--- config.mk ---
export PLATFORM = sky130hd
export DESIGN_NAME = sbc_ctrl
export DESIGN_NICKNAME = d
export VERILOG_FILES = /design/src/sbc_pkg.sv /design/src/sbc_sync3.sv /design/src/sbc_ctrl.sv
export SDC_FILE = /design/constraint.sdc
export NUM_CORES = 1
export LEC_CHECK = 0
export BUFFER_PORTS_ARGS = -buffer_cell sky130_fd_sc_hd__buf_2
export CAP_MARGIN = 0
export CORE_MARGIN = 2
export CORE_UTILIZATION = 50
export CTS_CLUSTER_DIAMETER = 30
export DETAILED_ROUTE_END_ITERATION = 8
export PLACE_DENSITY_LB_ADDON = 0.1
export SYNTH_ARGS = -nofsm -noshare
export SYNTH_HDL_FRONTEND = slang
export SYNTH_HIERARCHICAL = 1
export SYNTH_SLANG_ARGS = --single-unit
--- constraint.sdc ---
create_clock -name sys_clk_i -period 3.05 [get_ports sys_clk_i]
set_input_delay 0.1525 -clock sys_clk_i [delete_from_list [all_inputs] [get_ports sys_clk_i]]
set_output_delay 0.1525 -clock sys_clk_i [all_outputs]
set_load 0.01 [all_outputs]
--- src/sbc_pkg.sv ---
/*
  Constants, field positions, timing counts and state types for the
  serial-bus control and status block.
  Assumes a 10 MHz device clock and an 8-bit register window.
*/
package sbc_pkg;

  // Register placement and reset value.
  localparam logic [7:0] CSR_OFFSET = 8'h47;
  localparam logic [7:0] CSR_RESET = 8'h00;

  // Field positions inside the control and status register.
  localparam int BIT_ADDR_MODE = 7;
  localparam int BIT_RSVD = 6;
  localparam int BIT_SW_BUSY = 5;
  localparam int BIT_LOAD_BUSY = 4;
  localparam int BIT_PRESENT = 3;
  localparam int BIT_FAST_CLK = 2;
  localparam int BIT_SW_ERR = 1;
  localparam int BIT_LOAD_ERR = 0;

  // Serial-bus clock rates; one bit takes four quarter periods.
  localparam int CLK_HZ = 10_000_000;
  localparam int SCL_NORMAL_HZ = 60_000;
  localparam int SCL_TEST_HZ = 4_000_000;
  localparam int QTR_NORMAL_RAW = CLK_HZ / (4 * SCL_NORMAL_HZ);
  localparam int QTR_TEST_RAW = CLK_HZ / (4 * SCL_TEST_HZ);
  // A quarter must outlast the two output flops and the input filter.
  localparam int QTR_MIN = 3;
  localparam logic [7:0] QTR_NORMAL = 8'((QTR_NORMAL_RAW < QTR_MIN) ? QTR_MIN : QTR_NORMAL_RAW);
  localparam logic [7:0] QTR_TEST = 8'((QTR_TEST_RAW < QTR_MIN) ? QTR_MIN : QTR_TEST_RAW);

  // Loader settings.
  localparam logic [6:0] EEPROM_SLAVE = 7'h50;
  localparam logic [7:0] LOAD_START = 8'h00;
  localparam logic [7:0] LOAD_BYTES = 8'h10;
  localparam logic [3:0] ACK_SLOT = 4'h8;

  // Reset values of the synchronised inputs: clock, data, platform reset.
  localparam logic [2:0] SYNC_RESET = 3'h3;

  typedef enum logic [4:0] {
    ST_IDLE = 5'b00001,
    ST_START = 5'b00010,
    ST_TX = 5'b00100,
    ST_RX = 5'b01000,
    ST_STOP = 5'b10000
  } sbc_state_e;

  typedef enum logic [2:0] {
    JOB_DETECT = 3'b001,
    JOB_LOAD = 3'b010,
    JOB_SW = 3'b100
  } sbc_job_e;

  typedef enum logic [2:0] {
    KIND_ADDR = 3'b001,
    KIND_WORD = 3'b010,
    KIND_DATA = 3'b100
  } sbc_kind_e;

endpackage

--- src/sbc_sync3.sv ---
/*
  Three-stage input synchroniser with agreement filter, one bit per lane.
  Assumes inputs are asynchronous to clk_i; output moves only when the
  second and third stages agree.
*/
`timescale 1ns/10ps
`default_nettype none

module sbc_sync3 #(
  parameter int WIDTH = 1,
  parameter logic [WIDTH-1:0] RESET_VAL = '0
) (
  // Clock and reset.
  input wire logic clk_i,
  input wire logic rst_i,
  // Asynchronous in, filtered out.
  input wire logic [WIDTH-1:0] async_i,
  output logic [WIDTH-1:0] sync_o
);

  logic [WIDTH-1:0] s1_ff;
  logic [WIDTH-1:0] s2_ff;
  logic [WIDTH-1:0] s3_ff;
  logic [WIDTH-1:0] out_ff;
  wire logic [WIDTH-1:0] nxt_out = (s2_ff & s3_ff) | (out_ff & (s2_ff | s3_ff));

  always_ff @(posedge clk_i or posedge rst_i) begin
    if (rst_i) begin
      s1_ff <= RESET_VAL;
      s2_ff <= RESET_VAL;
      s3_ff <= RESET_VAL;
      out_ff <= RESET_VAL;
    end else begin
      s1_ff <= async_i;
      s2_ff <= s1_ff;
      s3_ff <= s2_ff;
      out_ff <= nxt_out;
    end
  end

  assign sync_o = out_ff;

endmodule

`default_nettype wire

--- src/sbc_ctrl.sv ---
/*
  Serial-bus control and status register with its two-wire master:
  EEPROM detection and default download, and software single-byte cycles.
  Assumes reset_i is the fundamental reset, the PCI header copy is
  selected by its own strobes, and pins are open drain resolved outside.
*/
`timescale 1ns/10ps
`default_nettype none

module sbc_ctrl (
  // Clock and fundamental reset.
  input wire logic sys_clk_i,
  input wire logic reset_i,
  // Platform reset pin, active low.
  input wire logic platform_reset_n_i,
  // Memory-window register port.
  input wire logic [7:0] mw_addr_i,
  input wire logic mw_wr_i,
  input wire logic mw_rd_i,
  input wire logic [7:0] mw_wdata_i,
  output logic [7:0] mw_rdata_o,
  // PCI header copy of the register.
  input wire logic cfg_wr_i,
  input wire logic cfg_rd_i,
  input wire logic [7:0] cfg_wdata_i,
  output logic [7:0] cfg_rdata_o,
  // Software cycle, from the slave, word and data registers.
  input wire logic sw_launch_i,
  input wire logic [7:0] sw_slave_addr_i,
  input wire logic [7:0] sw_word_addr_i,
  input wire logic [7:0] sw_wr_data_i,
  output logic [7:0] sw_rd_data_o,
  // Download stream toward the register defaults.
  output logic load_wr_o,
  output logic [7:0] load_index_o,
  output logic [7:0] load_data_o,
  // GPIO side of the shared pins.
  input wire logic gpio_clk_out_i,
  input wire logic gpio_clk_oe_n_i,
  input wire logic gpio_data_out_i,
  input wire logic gpio_data_oe_n_i,
  output logic gpio_clk_in_o,
  output logic gpio_data_in_o,
  // Shared pins, open drain style.
  input wire logic shared_pin_clock_i,
  output logic shared_pin_clock_o,
  output logic shared_pin_clock_oe_n_o,
  input wire logic shared_pin_data_i,
  output logic shared_pin_data_o,
  output logic shared_pin_data_oe_n_o
);

  sbc_pkg::sbc_state_e state_ff, nxt_state;
  sbc_pkg::sbc_job_e job_ff, nxt_job;
  sbc_pkg::sbc_kind_e kind_ff, nxt_kind;
  logic [1:0] q_ff, nxt_q;
  logic [3:0] bit_ff, nxt_bit;
  logic [7:0] shift_ff, nxt_shift;
  logic [7:0] cnt_ff, nxt_cnt;
  logic [7:0] div_ff;
  logic [7:0] slave_ff, nxt_slave;
  logic [7:0] word_ff, nxt_word;
  logic [7:0] wdata_ff, nxt_wdata;
  logic [7:0] rd_data_ff, nxt_rd_data;
  logic [7:0] load_idx_ff, nxt_load_idx;
  logic [7:0] load_data_ff, nxt_load_data;
  logic load_wr_ff, nxt_load_wr;
  logic word_sent_ff, nxt_word_sent;
  logic data_sent_ff, nxt_data_sent;
  logic rd_phase_ff, nxt_rd_phase;
  logic addr_rd_ff, nxt_addr_rd;
  logic arm_ff, nxt_arm;
  logic samp_ff;
  logic scl_ff, sda_ff;
  logic addr_mode_ff, present_ff, fast_ff, sw_err_ff, load_err_ff;
  logic set_present, set_sw_err, set_load_err;
  logic [7:0] mw_rdata_ff, cfg_rdata_ff;
  logic pclk_ff, pclk_oe_n_ff, pdat_ff, pdat_oe_n_ff;
  logic scl_want, sda_want;
  logic [2:0] sync_q;

  sbc_sync3 #(.WIDTH(3), .RESET_VAL(sbc_pkg::SYNC_RESET)) u_sync (
    .clk_i(sys_clk_i),
    .rst_i(reset_i),
    .async_i({platform_reset_n_i, shared_pin_data_i, shared_pin_clock_i}),
    .sync_o(sync_q)
  );

  wire logic prst_high = sync_q[2];
  wire logic sda_q = sync_q[1];
  wire logic is_idle = (state_ff == sbc_pkg::ST_IDLE);
  wire logic is_sw = (job_ff == sbc_pkg::JOB_SW);
  wire logic is_load = (job_ff == sbc_pkg::JOB_LOAD);
  wire logic [7:0] qtr = fast_ff ? sbc_pkg::QTR_TEST : sbc_pkg::QTR_NORMAL;
  wire logic tick = (div_ff == 8'h00);
  wire logic step = tick && !is_idle;
  wire logic end_slot = step && (q_ff == 2'h3);
  wire logic ack_slot = (bit_ff == sbc_pkg::ACK_SLOT);
  wire logic need_word = is_load || (is_sw && !addr_mode_ff);
  wire logic want_read = is_load || (is_sw && slave_ff[0]);
  wire logic rd_bit = rd_phase_ff || (is_sw && slave_ff[0] && !need_word);
  wire logic [6:0] dev7 = is_sw ? slave_ff[7:1] : sbc_pkg::EEPROM_SLAVE;
  wire logic [7:0] word_src = is_sw ? word_ff : sbc_pkg::LOAD_START;
  wire logic last_load = (cnt_ff == 8'(sbc_pkg::LOAD_BYTES - 8'h01));
  wire logic rx_nack = is_sw || last_load;
  wire logic sw_busy = is_sw && !is_idle;
  wire logic load_busy = !is_sw && !is_idle;
  wire logic [7:0] csr_view = {addr_mode_ff, 1'b0, sw_busy, load_busy, present_ff, fast_ff,
                              sw_err_ff, load_err_ff};
  wire logic mw_hit = (mw_addr_i == sbc_pkg::CSR_OFFSET);
  wire logic wr_any = (mw_wr_i && mw_hit) || cfg_wr_i;
  wire logic [7:0] wd = (mw_wr_i && mw_hit) ? mw_wdata_i : cfg_wdata_i;
  // shared pins follow the bus while present or probing.
  wire logic bus_on = present_ff || !is_idle;

  always_comb begin
    scl_want = 1'b1;
    sda_want = 1'b1;
    unique case (state_ff)
      sbc_pkg::ST_START: begin
        scl_want = (q_ff == 2'h1) || (q_ff == 2'h2);
        sda_want = (q_ff < 2'h2);
      end
      sbc_pkg::ST_TX: begin
        scl_want = q_ff[1];
        sda_want = ack_slot ? 1'b1 : shift_ff[7];
      end
      sbc_pkg::ST_RX: begin
        scl_want = q_ff[1];
        sda_want = ack_slot ? rx_nack : 1'b1;
      end
      sbc_pkg::ST_STOP: begin
        scl_want = (q_ff != 2'h0);
        sda_want = q_ff[1];
      end
      default: begin
        scl_want = 1'b1;
        sda_want = 1'b1;
      end
    endcase
  end

  always_comb begin
    nxt_state = state_ff;
    nxt_job = job_ff;
    nxt_kind = kind_ff;
    nxt_q = step ? 2'(q_ff + 2'h1) : q_ff;
    nxt_bit = bit_ff;
    nxt_shift = shift_ff;
    nxt_cnt = cnt_ff;
    nxt_slave = slave_ff;
    nxt_word = word_ff;
    nxt_wdata = wdata_ff;
    nxt_rd_data = rd_data_ff;
    nxt_load_idx = load_idx_ff;
    nxt_load_data = load_data_ff;
    nxt_load_wr = 1'b0;
    nxt_word_sent = word_sent_ff;
    nxt_data_sent = data_sent_ff;
    nxt_rd_phase = rd_phase_ff;
    nxt_addr_rd = addr_rd_ff;
    // re-arm detection while platform reset is held.
    nxt_arm = arm_ff || !prst_high;
    set_present = 1'b0;
    set_sw_err = 1'b0;
    set_load_err = 1'b0;
    unique case (state_ff)
      sbc_pkg::ST_IDLE: begin
        nxt_q = 2'h0;
        nxt_word_sent = 1'b0;
        nxt_data_sent = 1'b0;
        nxt_rd_phase = 1'b0;
        nxt_cnt = 8'h00;
        if (arm_ff && prst_high) begin
          nxt_arm = 1'b0;
          nxt_job = sbc_pkg::JOB_DETECT;
          nxt_state = sbc_pkg::ST_START;
        end else if (sw_launch_i) begin
          if (present_ff) begin
            nxt_job = sbc_pkg::JOB_SW;
            nxt_slave = sw_slave_addr_i;
            nxt_word = sw_word_addr_i;
            nxt_wdata = sw_wr_data_i;
            nxt_state = sbc_pkg::ST_START;
          end else begin
            set_sw_err = 1'b1;
          end
        end
      end
      sbc_pkg::ST_START: begin
        if (end_slot) begin
          nxt_state = sbc_pkg::ST_TX;
          nxt_kind = sbc_pkg::KIND_ADDR;
          nxt_shift = {dev7, rd_bit};
          nxt_addr_rd = rd_bit;
          nxt_bit = 4'h0;
        end
      end
      sbc_pkg::ST_TX: begin
        if (end_slot && !ack_slot) begin
          nxt_shift = {shift_ff[6:0], samp_ff};
          nxt_bit = 4'(bit_ff + 4'h1);
        end else if (end_slot) begin
          nxt_bit = 4'h0;
          if (samp_ff) begin
            nxt_state = sbc_pkg::ST_STOP;
            set_sw_err = is_sw;
            set_load_err = is_load;
          end else if (job_ff == sbc_pkg::JOB_DETECT) begin
            set_present = 1'b1;
            nxt_state = sbc_pkg::ST_STOP;
          end else if (kind_ff == sbc_pkg::KIND_ADDR && addr_rd_ff) begin
            nxt_state = sbc_pkg::ST_RX;
          end else if (need_word && !word_sent_ff) begin
            nxt_kind = sbc_pkg::KIND_WORD;
            nxt_shift = word_src;
            nxt_word_sent = 1'b1;
          end else if (want_read) begin
            nxt_state = sbc_pkg::ST_START;
            nxt_rd_phase = 1'b1;
          end else if (!data_sent_ff) begin
            nxt_kind = sbc_pkg::KIND_DATA;
            nxt_shift = wdata_ff;
            nxt_data_sent = 1'b1;
          end else begin
            nxt_state = sbc_pkg::ST_STOP;
          end
        end
      end
      sbc_pkg::ST_RX: begin
        if (end_slot && !ack_slot) begin
          nxt_shift = {shift_ff[6:0], samp_ff};
          nxt_bit = 4'(bit_ff + 4'h1);
        end else if (end_slot) begin
          nxt_bit = 4'h0;
          if (is_sw) begin
            nxt_rd_data = shift_ff;
            nxt_state = sbc_pkg::ST_STOP;
          end else begin
            nxt_load_wr = 1'b1;
            nxt_load_idx = cnt_ff;
            nxt_load_data = shift_ff;
            nxt_cnt = 8'(cnt_ff + 8'h01);
            if (last_load) begin
              nxt_state = sbc_pkg::ST_STOP;
            end
          end
        end
      end
      sbc_pkg::ST_STOP: begin
        if (end_slot) begin
          if (job_ff == sbc_pkg::JOB_DETECT && present_ff) begin
            nxt_job = sbc_pkg::JOB_LOAD;
            nxt_state = sbc_pkg::ST_START;
            nxt_word_sent = 1'b0;
            nxt_rd_phase = 1'b0;
            nxt_cnt = 8'h00;
          end else begin
            nxt_state = sbc_pkg::ST_IDLE;
          end
        end
      end
      default: begin
        nxt_state = sbc_pkg::ST_IDLE;
      end
    endcase
  end

  always_ff @(posedge sys_clk_i or posedge reset_i) begin
    if (reset_i) begin
      state_ff <= sbc_pkg::ST_IDLE;
      job_ff <= sbc_pkg::JOB_DETECT;
      kind_ff <= sbc_pkg::KIND_ADDR;
      q_ff <= 2'h0;
      bit_ff <= 4'h0;
      shift_ff <= 8'h00;
      cnt_ff <= 8'h00;
      word_sent_ff <= 1'b0;
      data_sent_ff <= 1'b0;
      rd_phase_ff <= 1'b0;
      addr_rd_ff <= 1'b0;
      arm_ff <= 1'b1;
    end else begin
      state_ff <= nxt_state;
      job_ff <= nxt_job;
      kind_ff <= nxt_kind;
      q_ff <= nxt_q;
      bit_ff <= nxt_bit;
      shift_ff <= nxt_shift;
      cnt_ff <= nxt_cnt;
      word_sent_ff <= nxt_word_sent;
      data_sent_ff <= nxt_data_sent;
      rd_phase_ff <= nxt_rd_phase;
      addr_rd_ff <= nxt_addr_rd;
      arm_ff <= nxt_arm;
    end
  end

  always_ff @(posedge sys_clk_i or posedge reset_i) begin
    if (reset_i) begin
      slave_ff <= 8'h00;
      word_ff <= 8'h00;
      wdata_ff <= 8'h00;
      rd_data_ff <= 8'h00;
      load_idx_ff <= 8'h00;
      load_data_ff <= 8'h00;
      load_wr_ff <= 1'b0;
      div_ff <= 8'h00;
      samp_ff <= 1'b1;
      scl_ff <= 1'b1;
      sda_ff <= 1'b1;
    end else begin
      slave_ff <= nxt_slave;
      word_ff <= nxt_word;
      wdata_ff <= nxt_wdata;
      rd_data_ff <= nxt_rd_data;
      load_idx_ff <= nxt_load_idx;
      load_data_ff <= nxt_load_data;
      load_wr_ff <= nxt_load_wr;
      div_ff <= tick ? 8'(qtr - 8'h01) : 8'(div_ff - 8'h01);
      samp_ff <= (step && q_ff == 2'h2) ? sda_q : samp_ff;
      scl_ff <= scl_want;
      sda_ff <= sda_want;
    end
  end

  // register reset and storage; errors held until cleared.
  always_ff @(posedge sys_clk_i or posedge reset_i) begin
    if (reset_i) begin
      addr_mode_ff <= sbc_pkg::CSR_RESET[sbc_pkg::BIT_ADDR_MODE];
      present_ff <= sbc_pkg::CSR_RESET[sbc_pkg::BIT_PRESENT];
      fast_ff <= sbc_pkg::CSR_RESET[sbc_pkg::BIT_FAST_CLK];
      sw_err_ff <= sbc_pkg::CSR_RESET[sbc_pkg::BIT_SW_ERR];
      load_err_ff <= sbc_pkg::CSR_RESET[sbc_pkg::BIT_LOAD_ERR];
      mw_rdata_ff <= 8'h00;
      cfg_rdata_ff <= 8'h00;
    end else begin
      addr_mode_ff <= wr_any ? wd[sbc_pkg::BIT_ADDR_MODE] : addr_mode_ff;
      present_ff <= set_present || (wr_any ? wd[sbc_pkg::BIT_PRESENT] : present_ff);
      fast_ff <= wr_any ? wd[sbc_pkg::BIT_FAST_CLK] : fast_ff;
      sw_err_ff <= set_sw_err || (sw_err_ff && !(wr_any && wd[sbc_pkg::BIT_SW_ERR]));
      load_err_ff <= set_load_err || (load_err_ff && !(wr_any && wd[sbc_pkg::BIT_LOAD_ERR]));
      mw_rdata_ff <= (mw_rd_i && mw_hit) ? csr_view : 8'h00;
      cfg_rdata_ff <= cfg_rd_i ? csr_view : 8'h00;
    end
  end

  always_ff @(posedge sys_clk_i or posedge reset_i) begin
    if (reset_i) begin
      pclk_ff <= 1'b0;
      pclk_oe_n_ff <= 1'b1;
      pdat_ff <= 1'b0;
      pdat_oe_n_ff <= 1'b1;
    end else begin
      pclk_ff <= bus_on ? 1'b0 : gpio_clk_out_i;
      pclk_oe_n_ff <= bus_on ? scl_ff : gpio_clk_oe_n_i;
      pdat_ff <= bus_on ? 1'b0 : gpio_data_out_i;
      pdat_oe_n_ff <= bus_on ? sda_ff : gpio_data_oe_n_i;
    end
  end

  assign mw_rdata_o = mw_rdata_ff;
  assign cfg_rdata_o = cfg_rdata_ff;
  assign sw_rd_data_o = rd_data_ff;
  assign load_wr_o = load_wr_ff;
  assign load_index_o = load_idx_ff;
  assign load_data_o = load_data_ff;
  assign gpio_clk_in_o = sync_q[0];
  assign gpio_data_in_o = sync_q[1];
  assign shared_pin_clock_o = pclk_ff;
  assign shared_pin_clock_oe_n_o = pclk_oe_n_ff;
  assign shared_pin_data_o = pdat_ff;
  assign shared_pin_data_oe_n_o = pdat_oe_n_ff;

endmodule

`default_nettype wire

# Yosys cells after proc, flatten, opt, wreduce, memory -nomap -nowiden
# Index checks and enable logic that the tools add are counted.
# Widths: inputs -> output; s select.
# totals
regBits	135
latchBits	0
mem_bits_rw	0
mem_bits_ro	0
in_bits	62
output_inout_bits	47
elab_cells	277
memories	0
# op_classes
addsub	5
mul	0
div_mod_pow	0
order_cmp	1
eq_ne	44
shift	0
muxes	120
bitwise	7
n_reduce_logical	62
# ops
cell	count
$mux 8	20
$mux 5	17
$mux 1	50
$pmux 8 s3	2
$mux 3	14
$ne 2x2->1 const B	16
$reduce_and 9->1	3
$pmux 5 s5	1
$ne 3x3->1 const B	7
$logic_and 1x1->1	19
$pmux 3 s2	2
$reduce_and 4->1	3
$reduce_bool 2->1	6
$logic_or 1x1->1	11
$reduce_and 11->1	1
$reduce_and 10->1	1
$logic_not 1->1	9
$pmux 1 s3	3
$reduce_bool 3->1	3
$add 8x1->8 const B	1
$eq 8x4->1 const B	1
$eq 8x7->1 const B	1
$logic_not 8->1	1
$mux 4	2
34 further kinds	45

# Logic depth before layout (Yosys ltp)
# Gate-level depths: netlist (run 1).
# logic_depth
depth_word	11
mapped_depth	8
ltp_nobuf	8

# Cells and area by module
# The synthesis (run 1) kept the hierarchy.
# modules_own_cells
module	n_inst	cells_each	area_per_inst_um2	seq_area_each_um2
sbc_ctrl	1	511	5704.2	3039.2
sbc_sync3	1	16	347.8	310.3

# Least setup slack after synthesis (run 1)
# Ideal clock, no wire load.
# synth_path
kind	register to register
start	reg div_ff[0]
end	reg load_data_ff[0], in the netlist load_data_o[0]
setup_ns	0.125
t_arrival_ns	2.322
required_ns	2.925
setup_slack_ns	0.604
stages_incl_launch_ff	9
n_path_buf	1
period_less_slack_ns	2.446
cell_sequence	dfrtp_1 -> inv_1 -> ha_1 -> nor3b_1 -> and2_1 -> nand3_2 -> nor4_4 -> buf_4 -> mux2_2
# synth_via
elab_chain_len	6
# synth_lines
item	line	text
start: declaration	sbc_ctrl.sv:60	logic [7:0] div_ff;
start signal: assignment	sbc_ctrl.sv:320	div_ff <= tick ? 8'(qtr - 8'h01) : 8'(div_ff - 8'h01);
$logic_not 8->1 (*)	sbc_ctrl.sv:95	wire logic tick = (div_ff == 8'h00);
$logic_and 1x1->1 (*)	sbc_ctrl.sv:96	wire logic step = tick && !is_idle;
$logic_and 1x1->1 (*)	sbc_ctrl.sv:97	wire logic end_slot = step && (q_ff == 2'h3);
$logic_and 1x1->1	sbc_ctrl.sv:231	if (end_slot && !ack_slot) begin
$not 1->1 (no source line)	n/a	
$reduce_and 4->1 (no source line) (*)	n/a	
end signal: assignment	sbc_ctrl.sv:318	load_data_ff <= nxt_load_data;
end: declaration	sbc_ctrl.sv:66	logic [7:0] load_data_ff, nxt_load_data;
# Every way passes the cells marked *; elsewhere a longest branch is shown, timed or not.
# A chain may end at the register's enable or synchronous reset.

# Final worst setup path (run 1)
# layout_path
start	reg div_ff[0]
end	reg state_ff[3]
# layout_via
elab_chain_len	6
elab_cells_between_ends	11
classes_between	eq/ne: 6; reduce/logical: 5
# layout_lines
item	line	text
$logic_not 8->1 (*)	sbc_ctrl.sv:95	
$logic_and 1x1->1 (*)	sbc_ctrl.sv:96	
$logic_and 1x1->1 (*)	sbc_ctrl.sv:97	
$logic_and 1x1->1	sbc_ctrl.sv:200, sbc_ctrl.sv:231	
$ne 2x2->1 (no source line)	n/a	
$reduce_and 11->1 (no source line) (*)	n/a	
end signal: assignment	sbc_ctrl.sv:271	state_ff <= sbc_pkg::ST_IDLE;
end signal: assignment	sbc_ctrl.sv:284	state_ff <= nxt_state;
end: declaration	sbc_ctrl.sv:53	sbc_pkg::sbc_state_e state_ff, nxt_state;
# Marks and branches as above.

==> results.toml, run 1 <==
[timing]
setup_violations = 0
fmax_mhz = 366
skew_ns = 0.00539
grt_setup_unrepaired = "false"
final_max_slew_viol_count = 0
fin_crit_sh_pct = 89.6
slew_headroom_pct = 49.5
fin_tns_setup_ns = 0
worst_pin_slew_ns = 0.750
hold_viol = 0
fin_crit_ns = 2.73

[critical_path]
start_kind = "register"
critPathRequiredTime_ns = 3.35
cp_max_fo = 9
cpLargestDelayFamily = "simple AND/OR/NAND/NOR gates"
cp-end-kind = "register"
cpPeakStageDelay_ns = 0.60
cp_slowest_cell = "or4_4"
worst-path-buf-inv = 1
crit_chain = "inv_1 -> ha_1 -> nor3b_1 -> nand3_2 -> a32o_1 -> or4_4 -> mux2_1"
arrival_ns = 3.04
path_class = "reg2reg"

[power_and_ir_drop]
power.total_w = 0.00538
p_leak_nw = 3.66
power_density_nw_per_um2 = 700
vdd_drop_max_mv = 0.425

[clock_network]
htree_levels = 4
clock_path_buffers = 2
clock_latency_ns = 0.42
cts_setup_buffers = 0
root_buffer = "clkbuf_16"
numClockSinks = 133
cts_tree = "yes"
numCtsBuffers = 17
clkTransAtPathRegs_ns = 0.06

[yosys]
yosysUniqueCellTypes = 62
syn_area_um2 = 6050
synthXorXnorAreaFrac_pct = 1.88
synth_cells = 527
yosysSeqAreaShare_pct = 55.3
synth_compound_area_share_pct = 9.51
synth_top_family_by_area = "simple AND/OR/NAND/NOR gates"
synth.most_common_cell = "dfrtp_1"
synth_common_cells = "116 x dfrtp_1, 59 x mux2_2, 48 x nand2_1"
ys_async_sr_fraction_pct = 100
synth_edf_count = 0
syn_area_per_cell_um2 = 11.5
synthTopCellsByArea = "dfrtp_1 48%, mux2_2 11%, dfstp_2 7.4%"
synth.mux.area_fraction_pct = 12.2
synth_fa_ha_area_share_pct = 2.21
synth-main-ff-cell = "dfrtp_1"
synth_warnings = 6
synth-simple-area-share_pct = 16.2
synth-seq-cells = 133
yosysTopAreaCellShare_pct = 48.0
yosysTopAreaCell = "dfrtp_1"

[placed_design]
dp_hpwl_um = 9390
gp_congestion = 0.868
place_area_um2 = 6780
numPortBuffers = 100

[floorplan]
core_area_um2 = 11900
initial_core_util_pct = 50.8
row_count = 40
die-area_um2 = 13000
ioPinCount = 109
die_w_um = 114
fp.dieH_um = 114

[job]
drv_cap = 0

[grt]
grt_antenna_before_repair = 0
grt_overflow_total = 0
grtUsageTotal_pct = 22.4
grt_pass1_vias = 4569
grt_max_degree = 58
grt_first_pass_wirelength_um = 22500

[detailed_routing]
vias_per_cell = 5.42
vias = 4523
drt-initial-drc-count = 237
drtPass1Iterations = 4
ant_nets = 0
routedWlPerCell_um = 16.5
drt_wl_total_um = 13700
route.detailed.drc = 0

[min_path]
holdCritPathClass = "in2reg"

[cells_and_area]
syn2layout_area_growth_pct = 26.9
finalInstanceArea_um2 = 7680
final_layout_size_suffix_gt1_share_pct = 34.9
num-nets-final = 745
num_antenna_cells = 0

[status]
status = "finished clean"
[through the flow]
step	worst slack (ns)	utilization, %	cells	hold WS (ns)
6_report	0.317	64.5	835	0.0154
2_1_floorplan	0.604	-	528	0.0115
4_1_cts	0.298	64.5	835	0.00236
3_3_place_gp	0.420	56.9	769	0.187
5_1_grt	0.148	64.5	835	0.0328
3_5_place_dp	0.308	56.9	769	0.195
[worst register-to-register path, cell delays in order, from the launching register on]
cell and delay [ns]:
dfrtp_1 0.40, inv_1 0.09, ha_1 0.16, nor3b_1 0.37, nand3_2 0.26, a32o_1 0.42, or4_4 0.60, mux2_1 0.32
[state kept, by name (all words and copies together) (netlist names), 4 cells and up]
name and flops:
cnt_ff 8, div_ff 8, load_data_o 8, load_index_o 8, shift_ff 8, slave_ff 8
sw_rd_data_o 8, wdata_ff 8, word_ff 8, cfg_rdata_o 7, mw_rdata_o 7, state_ff 5
bit_ff 4
[final timing paths]
kind                                      startpoint                         to  slack (ns)  depth (start not counted)
hold / removal                         mw_wdata_i[7]   addr_mode_ff$_DFFE_PP0P_        0.02                          3
setup reg to reg                 div_ff[0]$_DFF_PP0_    state_ff[3]$_DFFE_PP0P_        0.32                          7
setup / recovery                 div_ff[0]$_DFF_PP0_    state_ff[3]$_DFFE_PP0P_        0.32                          7
max in group asynchronous                    reset_i      cnt_ff[7]$_DFFE_PP0P_        1.81                          4
min in group asynchronous                    reset_i  u_sync/s1_ff[2]$_DFF_PP0_        0.29                          3
hold reg to reg            u_sync/s1_ff[0]$_DFF_PP1_  u_sync/s2_ff[0]$_DFF_PP1_        0.35                          0
[kinds of logic (layout without fill, tap and decap cells)]
group | after synthesis | count (layout)
adders and majority gates | 11 | 11
muxes | 66 | 66
and+or+nand+nor | 183 | 183
buffers and inverters | 36 | 196
DFF | 133 | 133
other | 1 | 2
AOI/OAI and AO/OA | 84 | 84
xor gates and xnor gates | 13 | 13
[metal layers]
| layer | GRT usage (%) | vias up | wire [um] |
|---|---|---|---|
| met4 | 9.43 | 0 | 286 |
| met1 | 28.5 | 2219 | 6180 |
| met5 | 0 | - | 0 |
| met3 | 4.78 | 25 | 507 |
| met2 | 37.2 | 103 | 6770 |
| li1 | - | 2176 | - |
[final cells by class]
class                   instances  area, um2
clock inverters                10        108
fillers                       947       4230
clock buffers                  22        454
repair buffers                151        981
inverters                      13       52.6
well taps                     147        184
multi-input cells             359       2550
flip-flops and latches        133       3350
[power breakdown]
| part | switching [W] | total [W] | internal, W |
|---|---|---|---|
| sequential | 0.000223 | 0.00233 | 0.00211 |
| combinational | 0.000599 | 0.00112 | 0.000517 |
| clock | 0.000719 | 0.00193 | 0.00121 |
[what timing repair did]
action,4_1_cts,5_1_grt
hold buffers,34,0
gates resized for setup,0,0
endpoints found under the hold margin,63,0
[placed cells by master (no fill, tap or decap), drive strengths merged, types with 3 or more instances in the layout]
cell | netlist | final
o21ai | 24 | 24
ha | 8 | 8
mux2 | 61 | 61
a211o | 4 | 4
nand3b | 4 | 4
o211ai | 7 | 7
clkbuf | 13 | 22
a32o | 3 | 3
maj3 | 3 | 3
nand3 | 21 | 21
a21oi | 17 | 17
dlygate4sd3 | 0 | 34
buf | 10 | 117
nor4 | 7 | 7
or3b | 3 | 3
clkinv | 0 | 5
nor2 | 39 | 39
clkinvlp | 0 | 4
dfstp | 17 | 17
dfrtp | 116 | 116
and3 | 12 | 12
a22oi | 6 | 6
and2 | 9 | 9
inv | 13 | 12
nor3 | 15 | 15
o31ai | 4 | 4
mux2i | 5 | 5
nand2b | 3 | 3
nor3b | 5 | 5
o22ai | 3 | 3
a22o | 3 | 3
a21o | 4 | 4
nand2 | 48 | 48
or3 | 3 | 3
nand4 | 3 | 3
xor2 | 3 | 3
xnor2 | 10 | 10
Note: power is estimated with default switching activity, not from simulation.
==> inputs of run 2 (changes only) <==
--- a/config.mk
+++ b/config.mk
@@ -11,8 +11,7 @@
 export CORE_UTILIZATION = 50
 export CTS_CLUSTER_DIAMETER = 30
 export DETAILED_ROUTE_END_ITERATION = 8
-export PLACE_DENSITY_LB_ADDON = 0.1
+export PLACE_DENSITY = 0.88
 export SYNTH_ARGS = -nofsm -noshare
 export SYNTH_HDL_FRONTEND = slang
-export SYNTH_HIERARCHICAL = 1
 export SYNTH_SLANG_ARGS = --single-unit
==> run 2 against run 1 <==
- sequential cell count did not move
- synthesized area is 0.85% lower
- non-clock buffer count shrank 8
- worst hold slack worse by 0.0055 ns
- core utilization fell by 0.055 points
- routed wire length grew 11%
- total power is 10% higher
- first-iteration DRC count grew to 2.9 times the previous value
- largest cell class unchanged
==> results.toml, run 2 <==
[floorplan]
row_count = 40
fp.dieH_um = 114
ioPinCount = 109
core_area_um2 = 11900
die_w_um = 114
die-area_um2 = 12900
initial_core_util_pct = 50.6

[critical_path]
crit_chain = "nor2_1 -> a211oi_1 -> o21ai_0 -> a211oi_1 -> mux2_2"
reg2reg_depth = 5
cp_max_fo = 9
cp_slowest_cell = "a211oi_1"
cpPeakStageDelay_ns = 0.74
r2r_slack_ns = 0.23
crit_path_start = "job_ff[1]$_DFFE_PP0P_"
rr_endpoint = "kind_ff[1]$_DFFE_PP0P_"
critPathRequiredTime_ns = 3.35
r2r_start = "job_ff[1]$_DFFE_PP0P_"
path_class = "reg2reg"
arrival_ns = 3.12
cp-end-kind = "register"
crit_top_cell = "a211oi_1"
start_kind = "register"

[timing]
setup_ws_ns = 0.228
fin_tns_setup_ns = 0
skew_ns = 0.0125
worst_pin_slew_ns = 0.915
slew_headroom_pct = 38.5
fmax_mhz = 354
grt_setup_unrepaired = "false"
hold_viol = 0
fin_crit_sh_pct = 92.5
setup_violations = 0
final_max_slew_viol_count = 0
fin_crit_ns = 2.82

[clock_network]
clock_path_buffers = 2
root_buffer = "clkbuf_16"
numClockSinks = 133
numCtsBuffers = 17
clock_latency_ns = 0.42
cts_tree = "yes"
clkTransAtPathRegs_ns = 0.06
ctsHoldBuffers = 33
htree_levels = 4
cts_setup_buffers = 0
ctsResizeCount = 0

[yosys]
ys_async_sr_fraction_pct = 100
synth-main-ff-cell = "dfrtp_1"
yosysTopAreaCellShare_pct = 48.4
yosysTopAreaCell = "dfrtp_1"
synth_common_cells = "116 x dfrtp_1, 60 x mux2_2, 27 x nor2_1"
synth.most_common_cell = "dfrtp_1"
synth_warnings = 0
synthTopCellsByArea = "dfrtp_1 48%, mux2_2 11%, dfstp_2 7.4%"
yosysSeqAreaShare_pct = 55.8
yosysUniqueCellTypes = 69
syn_area_um2 = 6000
synth-seq-cells = 133
syn_area_per_cell_um2 = 12.1
synth_cells = 495
synth_edf_count = 0

[cells_and_area]
final_cell_mix = "116 x dfrtp_1, 100 x buf_2, 60 x mux2_2"
syn2layout_area_growth_pct = 27.3
final_common_cell = "dfrtp_1"
num_antenna_cells = 0
final_layout_size_suffix_gt1_share_pct = 35.3
post-route-util_pct = 64.4
num-nets-final = 712

[placed_design]
gp_congestion = 0.908
preCtsSetupSlack_ns = 0.500
dp_hpwl_um = 9870
numPortBuffers = 100

[power_and_ir_drop]
power_density_nw_per_um2 = 774
p_sw_w = 0.00185
vdd_drop_max_mv = 0.422
seqPwrFrac_pct = 40.2
swShare_pct = 31.3
comb_power_share_pct = 24.6
p_leak_nw = 3.69
power.internal_w = 0.00406
pwr-share-clk_pct = 35.1

[detailed_routing]
drt_wl_total_um = 15300
routedWlPerCell_um = 19.1
drt-initial-drc-count = 682
vias_per_cell = 5.92
ant_nets = 0
route.detailed.drc = 0
vias = 4749
drtPass1Iterations = 6

[min_path]
holdCritPathClass = "in2reg"
hp-start = "mw_wdata_i[2]"
worstHoldPathCells = 3
min_to = "fast_ff$_DFFE_PP0P_"

[grt]
grt_first_pass_wirelength_um = 24800
grt_overflow_total = 0
grt_antenna_before_repair = 0
grtUsageTotal_pct = 24.7
grt_pass1_vias = 4944
grt_max_degree = 63

[status]
status = "finished clean"

[job]
drv_cap = 0
## run 2: worst max-delay path, delay by kind of cell (launching register included)
family          cells  cell delay, ns
mux                 1            0.42
compound gates      3            1.59
simple gates        1            0.17
flops               1            0.52
## run 2: worst max-delay path by stage
stage | end | slack [ns] | cells after the start
final | kind_ff[1]$_DFFE_PP0P_ | 0.23 | 5
after global routing | kind_ff[2]$_DFFE_PP0P_ | 0.09 | 5
after CTS | sw_rd_data_o[3]$_DFFE_PP0P_ | 0.46 | 7
after detailed placement | sw_rd_data_o[3]$_DFFE_PP0P_ | 0.50 | 7
after global placement | sw_rd_data_o[2]$_DFFE_PP0P_ | 0.59 | 7
after floorplan | load_data_o[0]$_DFFE_PP0P_ | 0.85 | 8
## run 2: layer usage
| metal | up-vias | track usage [%] | share of wire (%) |
|---|---|---|---|
| li1 | 2106 | - | - |
| met1 | 2310 | 29.6 | 38 |
| met2 | 271 | 40.8 | 51 |
| met3 | 62 | 6.64 | 7.1 |
| met4 | 0 | 13.3 | 4.3 |
| met5 | - | 0 | 0 |
## run 2: area by class of cell
type	instances	area, um2
Clock buffer	17	425
Clock inverter	15	181
Fill cell	826	4220
Inverter	20	78.8
Multi-Input combinational cell	327	2500
Sequential cell	133	3350
Tap cell	147	184
Timing Repair Buffer	143	918
## run 2: cells by family after synthesis
kind of cell / synth area share [%]
AOI/OAI and AO/OA: 10.6
xor gates and xnor gates: 0.730
adders and majority gates: 2.17
buffers and inverters: 2.61
DFF: 55.8
muxes: 14.1
other: 0.0625
and+or+nand+nor: 14.0
## run 2: power groups by stage
stage	clock network, W	logic [W]	registers [W]
after global routing	0.00218	0.00157	0.00240
final	0.00208	0.00146	0.00238
after CTS	0.00209	0.00141	0.00235
after floorplan	0	0.000981	0.00231
after global placement	0	0.00126	0.00234
after detailed placement	0	0.00134	0.00238
## run 2: metrics by stage
step | total power, W | hold slack [ns] | cell area (um2) | std cells
6_report | 0.00591 | 0.00988 | 7640 | 802
5_1_grt | 0.00615 | 0.0162 | 7640 | 802
4_1_cts | 0.00585 | 0.00190 | 7640 | 802
3_5_place_dp | 0.00372 | 0.225 | 6700 | 737
3_3_place_gp | 0.00361 | 0.210 | 6700 | 737
2_1_floorplan | 0.00329 | 0.157 | 6010 | 496
